### src/rtl/slpp_pkg.sv
/*
  slpp_pkg: register map, field positions, reset values and strap encodings
  for the strap, lamp and port-power polarity block.
  assumes: 32-bit AXI4-Lite register access, four downstream ports.
*/
package slpp_pkg;

  localparam int unsigned NUM_PORTS = 4;

  // register byte offsets
  localparam logic [7:0] OFF_POWER      = 8'h00;
  localparam logic [7:0] OFF_OWNER      = 8'h04;
  localparam logic [7:0] OFF_CTRL       = 8'h08;
  localparam logic [7:0] OFF_STATUS     = 8'h0C;
  localparam logic [7:0] OFF_IRQ_STATUS = 8'h10;
  localparam logic [7:0] OFF_IRQ_MASK   = 8'h14;

  // control fields
  localparam int unsigned CTRL_LAMPS_ON_BIT = 0;
  localparam int unsigned CTRL_OC_CUT_BIT   = 1;

  // status fields
  localparam int unsigned ST_FIXED_LSB = 0;
  localparam int unsigned ST_NONREM_LSB = 2;
  localparam int unsigned ST_POL_BIT    = 5;
  localparam int unsigned ST_CFG_LSB    = 8;
  localparam int unsigned ST_OC_LSB     = 12;

  // reset values
  localparam logic [3:0] RST_POWER    = 4'h0;
  localparam logic [7:0] RST_OWNER    = 8'h00;
  localparam logic [1:0] RST_CTRL     = 2'h3;
  localparam logic [3:0] RST_IRQ_MASK = 4'h0;

  // configuration method strap codes
  localparam logic [2:0] CFG_DEFAULT_3W    = 3'h0;
  localparam logic [2:0] CFG_SMBUS         = 3'h1;
  localparam logic [2:0] CFG_DEFAULT_4W_LV = 3'h2;
  localparam logic [2:0] CFG_EEPROM        = 3'h3;
  localparam logic [2:0] CFG_DEFAULT_SC    = 3'h4;
  localparam logic [2:0] CFG_DEFAULT_DC    = 3'h5;

  // per-port ownership lamp codes
  localparam logic [1:0] OWN_NONE  = 2'h0;
  localparam logic [1:0] OWN_HOST1 = 2'h1;
  localparam logic [1:0] OWN_HOST2 = 2'h2;
  localparam logic [1:0] OWN_BOTH  = 2'h3;

  // axi responses
  localparam logic [1:0] RESP_OKAY   = 2'h0;
  localparam logic [1:0] RESP_SLVERR = 2'h2;

endpackage : slpp_pkg

### src/rtl/slpp_top.sv
/*
  slpp_top: strap capture at reset release, green and ownership lamp
  polarity and drive, port-power polarity and over-current events,
  with an AXI4-Lite register slave and one level interrupt.
  assumes: pin inputs synchronous to i_clk_sys, pads resolve oe_n.
*/
// The register addresses and the AXI4-Lite interface to the registers are this design's own decisions.
module slpp_top (
  input  wire logic        i_clk_sys,
  input  wire logic        i_sys_rst,
  input  wire logic [7:0]  i_awaddr,
  input  wire logic        i_awvalid,
  output logic             o_awready,
  input  wire logic [31:0] i_wdata,
  input  wire logic [3:0]  i_wstrb,
  input  wire logic        i_wvalid,
  output logic             o_wready,
  output logic [1:0]       o_bresp,
  output logic             o_bvalid,
  input  wire logic        i_bready,
  input  wire logic [7:0]  i_araddr,
  input  wire logic        i_arvalid,
  output logic             o_arready,
  output logic [31:0]      o_rdata,
  output logic [1:0]       o_rresp,
  output logic             o_rvalid,
  input  wire logic        i_rready,
  input  wire logic [1:0]  i_fixed_device_strap,
  input  wire logic        i_power_polarity_strap,
  input  wire logic [2:0]  i_config_method_strap,
  input  wire logic [3:0]  i_overcurrent_sense_low,
  output logic [3:0]       o_green_port_lamp,
  output logic [3:0]       o_green_port_lamp_oe_n,
  output logic [3:0]       o_ownership_lamp,
  output logic [3:0]       o_ownership_lamp_oe_n,
  output logic [3:0]       o_port_power_enable,
  output logic             o_irq
);

  function automatic logic [31:0] merge_strb(input logic [31:0] old_v,
                                             input logic [31:0] new_v,
                                             input logic [3:0]  strb);
    logic [31:0] m;
    m = {{8{strb[3]}}, {8{strb[2]}}, {8{strb[1]}}, {8{strb[0]}}};
    return (old_v & ~m) | (new_v & m);
  endfunction : merge_strb

  // register offset compare, shared by write and read decode
  function automatic logic addr_is(input logic [7:0] addr,
                                   input logic [7:0] off);
    return (addr == off);
  endfunction : addr_is

  // two-bit ownership code of one port
  function automatic logic [1:0] port_code(input logic [7:0] codes,
                                           input int          p);
    return codes[2*p+:2];
  endfunction : port_code

  // straps and their capture
  logic       strap_taken;
  logic [1:0] fixed_strap;
  logic       pol_strap;
  logic [2:0] cfg_strap;

  // one capture per reset, on the first edge after release
  always_ff @(posedge i_clk_sys or posedge i_sys_rst) begin
    if (i_sys_rst) begin
      strap_taken <= 1'b0;
      fixed_strap <= 2'h0;
      pol_strap   <= 1'b0;
      cfg_strap   <= 3'h0;
    end else if (!strap_taken) begin
      strap_taken <= 1'b1;
      cfg_strap   <= i_config_method_strap;
      pol_strap   <= i_power_polarity_strap;
      fixed_strap <= i_fixed_device_strap;
    end
  end

  wire cfg_internal = (cfg_strap == slpp_pkg::CFG_DEFAULT_3W)
                    | (cfg_strap == slpp_pkg::CFG_DEFAULT_4W_LV)
                    | (cfg_strap == slpp_pkg::CFG_DEFAULT_SC);
  wire dual_color   = (cfg_strap == slpp_pkg::CFG_DEFAULT_DC);
  wire [1:0] eff_fixed = cfg_internal ? fixed_strap : 2'h0;

  // non-removable mask: 00 none, 01 port1, 10 ports 1-2, 11 ports 1-3
  wire [2:0] nonrem_mask = (eff_fixed == 2'h0) ? 3'h0 :
                           (eff_fixed == 2'h1) ? 3'h1 :
                           (eff_fixed == 2'h2) ? 3'h3 :
                                                 3'h7;

  // green lamp active-low per port; with a default config strap other than CFG_DEFAULT_DC, strap bit i sets port i+1 low, else all four are low
  wire [1:0] green_low_12 = cfg_internal ? fixed_strap : 2'h3;
  wire [3:0] green_low    = {2'h3, green_low_12};

  // registers
  logic [3:0]  power_req;
  logic [7:0]  owner;
  logic [1:0]  ctrl;
  logic [3:0]  irq_status;
  logic [3:0]  irq_mask;
  logic [3:0]  oc_prev;

  // axi write path
  logic        aw_held;
  logic        w_held;
  logic [7:0]  aw_addr_q;
  logic [31:0] w_data_q;
  logic [3:0]  w_strb_q;

  // a finished write keeps both readies low until bready
  wire        aw_go     = i_awvalid & o_awready;
  wire        w_go      = i_wvalid & o_wready;
  wire        aw_have   = aw_held | aw_go;
  wire        w_have    = w_held | w_go;
  wire        do_write  = aw_have & w_have & ~o_bvalid;
  wire [7:0]  wr_addr   = aw_held ? aw_addr_q : i_awaddr;
  wire [31:0] wr_data   = w_held ? w_data_q : i_wdata;
  wire [3:0]  wr_strb   = w_held ? w_strb_q : i_wstrb;
  wire        next_aw_held = aw_have & ~do_write;
  wire        next_w_held  = w_have & ~do_write;
  wire        next_bvalid  = do_write | (o_bvalid & ~i_bready);

  wire wr_power  = do_write & addr_is(wr_addr, slpp_pkg::OFF_POWER);
  wire wr_owner  = do_write & addr_is(wr_addr, slpp_pkg::OFF_OWNER);
  wire wr_ctrl   = do_write & addr_is(wr_addr, slpp_pkg::OFF_CTRL);
  wire wr_istat  = do_write & addr_is(wr_addr, slpp_pkg::OFF_IRQ_STATUS);
  wire wr_imask  = do_write & addr_is(wr_addr, slpp_pkg::OFF_IRQ_MASK);
  wire wr_status = do_write & addr_is(wr_addr, slpp_pkg::OFF_STATUS);
  wire wr_hit    = wr_power | wr_owner | wr_ctrl | wr_istat | wr_imask | wr_status;

  wire [31:0] m_power = merge_strb({28'h000_0000, power_req}, wr_data, wr_strb);
  wire [31:0] m_owner = merge_strb({24'h00_0000, owner}, wr_data, wr_strb);
  wire [31:0] m_ctrl  = merge_strb({30'h0000_0000, ctrl}, wr_data, wr_strb);
  wire [31:0] m_imask = merge_strb({28'h000_0000, irq_mask}, wr_data, wr_strb);
  wire [3:0]  w1c     = (wr_istat & wr_strb[0]) ? wr_data[3:0] : 4'h0;

  // over-current events: falling edge of each active-low sense input
  wire [3:0] oc_active = ~i_overcurrent_sense_low;
  wire [3:0] oc_event  = oc_prev & ~i_overcurrent_sense_low & {4{strap_taken}};
  wire [3:0] next_irq_status = (irq_status & ~w1c) | oc_event; // set wins over clear

  always_ff @(posedge i_clk_sys or posedge i_sys_rst) begin
    if (i_sys_rst) begin
      aw_held   <= 1'b0;
      w_held    <= 1'b0;
      aw_addr_q <= 8'h00;
      w_data_q  <= 32'h0000_0000;
      w_strb_q  <= 4'h0;
      o_awready <= 1'b0;
      o_wready  <= 1'b0;
      o_bvalid  <= 1'b0;
      o_bresp   <= slpp_pkg::RESP_OKAY;
    end else begin
      aw_held   <= next_aw_held;
      w_held    <= next_w_held;
      o_awready <= ~next_aw_held & ~next_bvalid;
      o_wready  <= ~next_w_held & ~next_bvalid;
      o_bvalid  <= next_bvalid;
      if (aw_go) begin
        aw_addr_q <= i_awaddr;
      end
      if (w_go) begin
        w_data_q <= i_wdata;
        w_strb_q <= i_wstrb;
      end
      if (do_write) begin
        o_bresp <= wr_hit ? slpp_pkg::RESP_OKAY : slpp_pkg::RESP_SLVERR;
      end
    end
  end

  always_ff @(posedge i_clk_sys or posedge i_sys_rst) begin
    if (i_sys_rst) begin
      power_req  <= slpp_pkg::RST_POWER;
      owner      <= slpp_pkg::RST_OWNER;
      ctrl       <= slpp_pkg::RST_CTRL;
      irq_mask   <= slpp_pkg::RST_IRQ_MASK;
      irq_status <= 4'h0;
      oc_prev    <= 4'hF;
      o_irq      <= 1'b0;
    end else begin
      if (wr_power) power_req <= m_power[3:0];
      if (wr_owner) owner <= m_owner[7:0];
      if (wr_ctrl) ctrl <= m_ctrl[1:0];
      if (wr_imask) irq_mask <= m_imask[3:0];
      irq_status <= next_irq_status;
      oc_prev    <= i_overcurrent_sense_low;
      o_irq      <= |(next_irq_status & irq_mask);
    end
  end

  // axi read path
  // arready stays low while an answer waits for rready
  wire ar_go       = i_arvalid & o_arready;
  wire next_rvalid = ar_go | (o_rvalid & ~i_rready);

  // read-only view of the captured straps and live sense inputs
  logic [31:0] status_word;
  always_comb begin
    status_word                               = 32'h0000_0000;
    status_word[slpp_pkg::ST_FIXED_LSB +: 2]  = eff_fixed;
    status_word[slpp_pkg::ST_NONREM_LSB +: 3] = nonrem_mask;
    status_word[slpp_pkg::ST_POL_BIT]         = pol_strap;
    status_word[slpp_pkg::ST_CFG_LSB +: 3]    = cfg_strap;
    status_word[slpp_pkg::ST_OC_LSB +: 4]     = oc_active;
  end
  wire        rd_power  = addr_is(i_araddr, slpp_pkg::OFF_POWER);
  wire        rd_owner  = addr_is(i_araddr, slpp_pkg::OFF_OWNER);
  wire        rd_ctrl   = addr_is(i_araddr, slpp_pkg::OFF_CTRL);
  wire        rd_status = addr_is(i_araddr, slpp_pkg::OFF_STATUS);
  wire        rd_istat  = addr_is(i_araddr, slpp_pkg::OFF_IRQ_STATUS);
  wire        rd_imask  = addr_is(i_araddr, slpp_pkg::OFF_IRQ_MASK);
  wire        rd_hit    = rd_power | rd_owner | rd_ctrl | rd_status | rd_istat | rd_imask;
  wire [31:0] rd_word   = rd_power  ? {28'h000_0000, power_req}  :
                          rd_owner  ? {24'h00_0000, owner}       :
                          rd_ctrl   ? {30'h0000_0000, ctrl}      :
                          rd_status ? status_word                :
                          rd_istat  ? {28'h000_0000, irq_status} :
                          rd_imask  ? {28'h000_0000, irq_mask}   :
                                      32'h0000_0000;

  always_ff @(posedge i_clk_sys or posedge i_sys_rst) begin
    if (i_sys_rst) begin
      o_arready <= 1'b0;
      o_rvalid  <= 1'b0;
      o_rdata   <= 32'h0000_0000;
      o_rresp   <= slpp_pkg::RESP_OKAY;
    end else begin
      o_arready <= ~next_rvalid;
      o_rvalid  <= next_rvalid;
      if (ar_go) begin
        o_rdata <= rd_word;
        o_rresp <= rd_hit ? slpp_pkg::RESP_OKAY : slpp_pkg::RESP_SLVERR;
      end
    end
  end

  // lamp decode per port: green on A pin, other host on B pin
  logic [3:0] green_on;
  logic [3:0] own_on;
  always_comb begin
    for (int p = 0; p < slpp_pkg::NUM_PORTS; p++) begin
      if (dual_color) begin
        green_on[p] = owner[2*p] | (port_code(owner, p) == slpp_pkg::OWN_BOTH);
        own_on[p]   = owner[2*p+1];
      end else begin
        green_on[p] = (port_code(owner, p) == slpp_pkg::OWN_HOST1);
        own_on[p]   = (port_code(owner, p) == slpp_pkg::OWN_HOST2);
      end
    end
  end

  wire [3:0] lamps_gate = {4{ctrl[slpp_pkg::CTRL_LAMPS_ON_BIT]}};
  wire [3:0] next_green = (green_on & lamps_gate) ^ green_low;
  wire [3:0] next_own   = ~(own_on & lamps_gate);

  // port power: request gated by over-current status when enabled
  wire [3:0] oc_cut   = irq_status & {4{ctrl[slpp_pkg::CTRL_OC_CUT_BIT]}};
  logic [3:0] power_on;

  // oe_n drops one edge after capture so straps are never overdriven
  always_ff @(posedge i_clk_sys or posedge i_sys_rst) begin
    if (i_sys_rst) begin
      o_green_port_lamp      <= 4'h0;
      o_green_port_lamp_oe_n <= 4'hF;
      o_ownership_lamp       <= 4'hF;
      o_ownership_lamp_oe_n  <= 4'hF;
      power_on               <= 4'h0;
    end else begin
      o_green_port_lamp      <= next_green;
      o_green_port_lamp_oe_n <= {4{~strap_taken}};
      o_ownership_lamp       <= next_own;
      o_ownership_lamp_oe_n  <= {4{~strap_taken}};
      power_on               <= power_req & ~oc_cut & {4{strap_taken}};
    end
  end

  // polarity follows the live strap pin until the capture edge, so the
  // cycle between release and capture cannot flip port power on
  wire pol_from_pin = i_sys_rst | ~strap_taken;
  wire pol_eff      = pol_from_pin ? i_power_polarity_strap : pol_strap;
  wire [3:0] power_live = i_sys_rst ? 4'h0 : power_on;
  assign o_port_power_enable = pol_eff ? power_live : ~power_live;

endmodule : slpp_top
### config.mk
export PLATFORM = sky130hd
export DESIGN_NAME = slpp_top
export DESIGN_NICKNAME = d
export VERILOG_FILES = /design/src/rtl/slpp_pkg.sv /design/src/rtl/slpp_top.sv
export SDC_FILE = /design/constraint.sdc
export NUM_CORES = 1
export LEC_CHECK = 0
export BUFFER_PORTS_ARGS = -buffer_cell sky130_fd_sc_hd__buf_2
export CAP_MARGIN = 25
export CORE_MARGIN = 2
export CORE_UTILIZATION = 45
export CTS_CLUSTER_SIZE = 12
export DETAILED_ROUTE_END_ITERATION = 7
export PLACE_DENSITY = 0.69
export SLEW_MARGIN = 20
export SYNTH_ARGS = -nofsm -noshare
export SYNTH_HDL_FRONTEND = slang
export SYNTH_SLANG_ARGS = --single-unit
export TNS_END_PERCENT = 5
### constraint.sdc
create_clock -name i_clk_sys -period 3.3 [get_ports i_clk_sys]
set_clock_uncertainty 0.1 [all_clocks]
set_input_delay 0.33 -clock i_clk_sys [delete_from_list [all_inputs] [get_ports i_clk_sys]]
set_output_delay 0.33 -clock i_clk_sys [all_outputs]
set_load 0.01 [all_outputs]
==> impl_results.md <==
- Outcome: complete, no violations
- Gr ovfl total: 0
- CTS clk-pin slew, worst paths: 0.09 ns
- Final #Nets: 536
- Core area: 9284 sq um
- Vias after detailed routing: 3,178
- Top-count cell post-synth: dfrtp_1
- Vias in the first global route: 2,966
- RSZ-0062 raised after global routing: false
- Initial Util: 46.47%
- Worst Setup Start Kind: flop
- DR iter-0 viols: 90
- Syn Area/Cell: 11.06 sq um
- Root Driver: clkbuf_8
- Share of the synthesized area in the top cell type: 44.66%
- Crit share post-route: 76.96%
- FP Rows: 35
- VDD IR max: 0.3105 mV
- Final wirelength: 8850 um
- I/O pins: 131
- Async S/R FF share, synth: 100.0%
- Initial antenna violation count: 0
- Pwr Density: 587.3 nW/um^2
- Filler cells: 840
- Fmax: 393.7 MHz
- DP Wirelength: 6447 um
- Worst slew margin: 41.05%
- Antenna viol nets, final: 0
- Setup violators final: 0
- First-pass detailed-route iteration total: 5
- Buffers on Ports: 84
- Prevailing post-synth register cell: dfrtp_1
- Share of layout cells above drive strength 1: 35.59%
- Area of the multi-input gates: 1863 sq um
- Worst-margin pin slew: 0.8843 ns
- Die Wd: 101.9 um
- Syn Inst Count: 390
- Seq cells post-synth: 88
- Synth cell count leaders: dfrtp_1, mux2_2, nand2_1
- # diodes: 0
- Syn. warnings: 0
- Full die area: 10,390 sq um
- Clk_lat worst skew: 0.35 ns
- Mean routed wirelength per cell: 14.73 um
- Area Growth Syn to Fin: 15.49%
- Crit path kind: reg2reg
- Max incr delay on CP: 0.76 ns
- Via density: 5.288
- CTS Buf Count: 9
- Synth area leader: dfrtp_1
- Clock Sinks: 88
- CTS tree: built
- Post-synthesis cell type count: 50
- Largest net degree at the start of global routing: 61
- Tmin final: 2.540 ns
- Global Route Usage Sum: 17.58%
- Mapped Area: 4314 sq um
- First-pass GRT wire length: 14,290 um
- Post-synthesis sequential area ratio: 51.36%
- Setup crit end kind: flop
- Final Cell Area: 4982 sq um
- Slowest-stage cell, CP: or4_1
- Setup_tns: 0 ns
- Placed Instance Area: 4711 sq um
- Final slew viol count: 0
- Critical Path AT: 2.68 ns
- Required @ worst endpoint: 3.44 ns
- Critical Path Fanout Max: 16
- Post-CTS sizing: 0
- Top cells by area, synth: dfrtp_1, mux2_2, dfstp_2, buf_4, nand2_1
- Final Hold Vio Count: 0
- Post-synth EDFFs: 0
- Die height: 101.9 um
- H-tree depth: 3
- Pleak: 0.002301 uW
- Hold Path Class: in2reg
- Critical path cell sequence: nor4b_4 -> o211ai_2 -> or4_1 -> mux2_4
- GPL Wtd Cong: 0.7890
- Maximum root-to-sink buffer count: 2
- # Max-Cap Violations: 0
- Sequential Area: 2216 sq um
- Remaining DRCs: 0
## through the flow
| stage | hold WS [ns] | setup slack (ns) | cells | total power, uW | utilization, % |
|---|---|---|---|---|---|
| after floorplan | 0.2345 | 0.08187 | 408 | 1946 | - |
| after global placement | 0.3117 | 0.8514 | 580 | 2095 | 50.74 |
| after detailed placement | 0.3245 | 0.8108 | 580 | 2126 | 50.74 |
| after CTS | 0.08053 | 0.7713 | 601 | 2950 | 53.67 |
| after global routing | 0.09827 | 0.6118 | 601 | 3094 | 53.67 |
| final | 0.09099 | 0.7602 | 601 | 2926 | 53.67 |
## power breakdown
| group | internal [uW] | total (uW) | leakage (uW) | switching (uW) |
|---|---|---|---|---|
| clock | 446 | 821 | 0.000106 | 375 |
| combinational | 329 | 651 | 0.00112 | 322 |
| sequential | 1270 | 1450 | 0.00107 | 188 |
| total | 2040 | 2930 | 0.00230 | 885 |
## repair_timing
action / 4_1_cts / 5_1_grt
endpoints found under the hold margin: 27 / 0
hold buffers: 5 / 0
buffers inserted: 0 / 0
## worst paths after layout
check | startpoint | endpoint | slack [ns] | cells after the start
min in group asynchronous | i_sys_rst | o_green_port_lamp[2]$_DFF_PP0_ | 0.48 | 3
hold reg to reg | o_rdata[5]$_DFFE_PP0P_ | o_rdata[5]$_DFFE_PP0P_ | 0.38 | 2
setup / recovery | aw_held$_DFF_PP0_ | flop | 0.76 | 4
hold / removal | i_rready | o_rvalid$_DFF_PP0_ | 0.09 | 2
setup reg to reg | aw_held$_DFF_PP0_ | flop | 0.76 | 4
max in group asynchronous | i_sys_rst | irq_status[1]$_DFF_PP0_ | 1.48 | 4
## critical path: cells and delay by family (launching register included)
kind            cells  cell delay (ns)
compound gates      1             0.17
simple gates        2             1.11
flops               1             0.64
mux                 1             0.39
## placed cells by master, fill, tap and decap left out, types with 3 or more instances in the layout
cell	count
nor3_1	4
dfstp_2	11
a31oi_1	10
clkbuf_8	10
a22oi_1	5
nor4_1	3
mux2i_1	6
inv_1	10
and3b_1	4
nand3_1	7
xor2_1	4
a22o_1	3
nand3b_1	7
mux2_2	38
and2_1	3
nor2b_1	3
nor3b_1	3
mux2_4	8
a21oi_1	20
conb_1	20
o21ai_0	18
o31ai_1	6
nand2_1	35
dlygate4sd3_1	5
mux2_1	4
dfrtp_1	77
buf_2	84
nor2_1	26
## final cells by class
cell class                      instances  share of cell area, %
Timing Repair Buffer                   90                  9.593
Sequential cell                        88                  44.48
Inverter                               11                 0.8538
Multi-Input combinational cell        267                  37.39
Clock inverter                          5                  1.607
Clock buffer                           11                  2.838
Tap cell                              129                  3.240
## routing by layer
metal	vias to the layer above	part of all wire [%]	global-route usage, %
li1	1496	-	-
met1	1578	45	23.56
met2	89	49	28.49
met3	15	4.4	2.599
met4	0	2.1	7.795
met5	-	0	0
## kinds of logic (layout without fill, tap and decap cells)
logic type | after synthesis | count (layout) | share of synthesized area (%)
AO/OA/AOI/OAI | 77 | 77 | 11.37
XOR/XNOR | 6 | 6 | 1.218
buffers and inverters | 53 | 117 | 7.018
flip-flops | 88 | 88 | 51.36
multiplexers | 56 | 56 | 15.14
other | 2 | 20 | 0.1741
AND/OR/NAND/NOR | 108 | 108 | 13.72
Note: power is estimated with default switching activity, not from simulation.
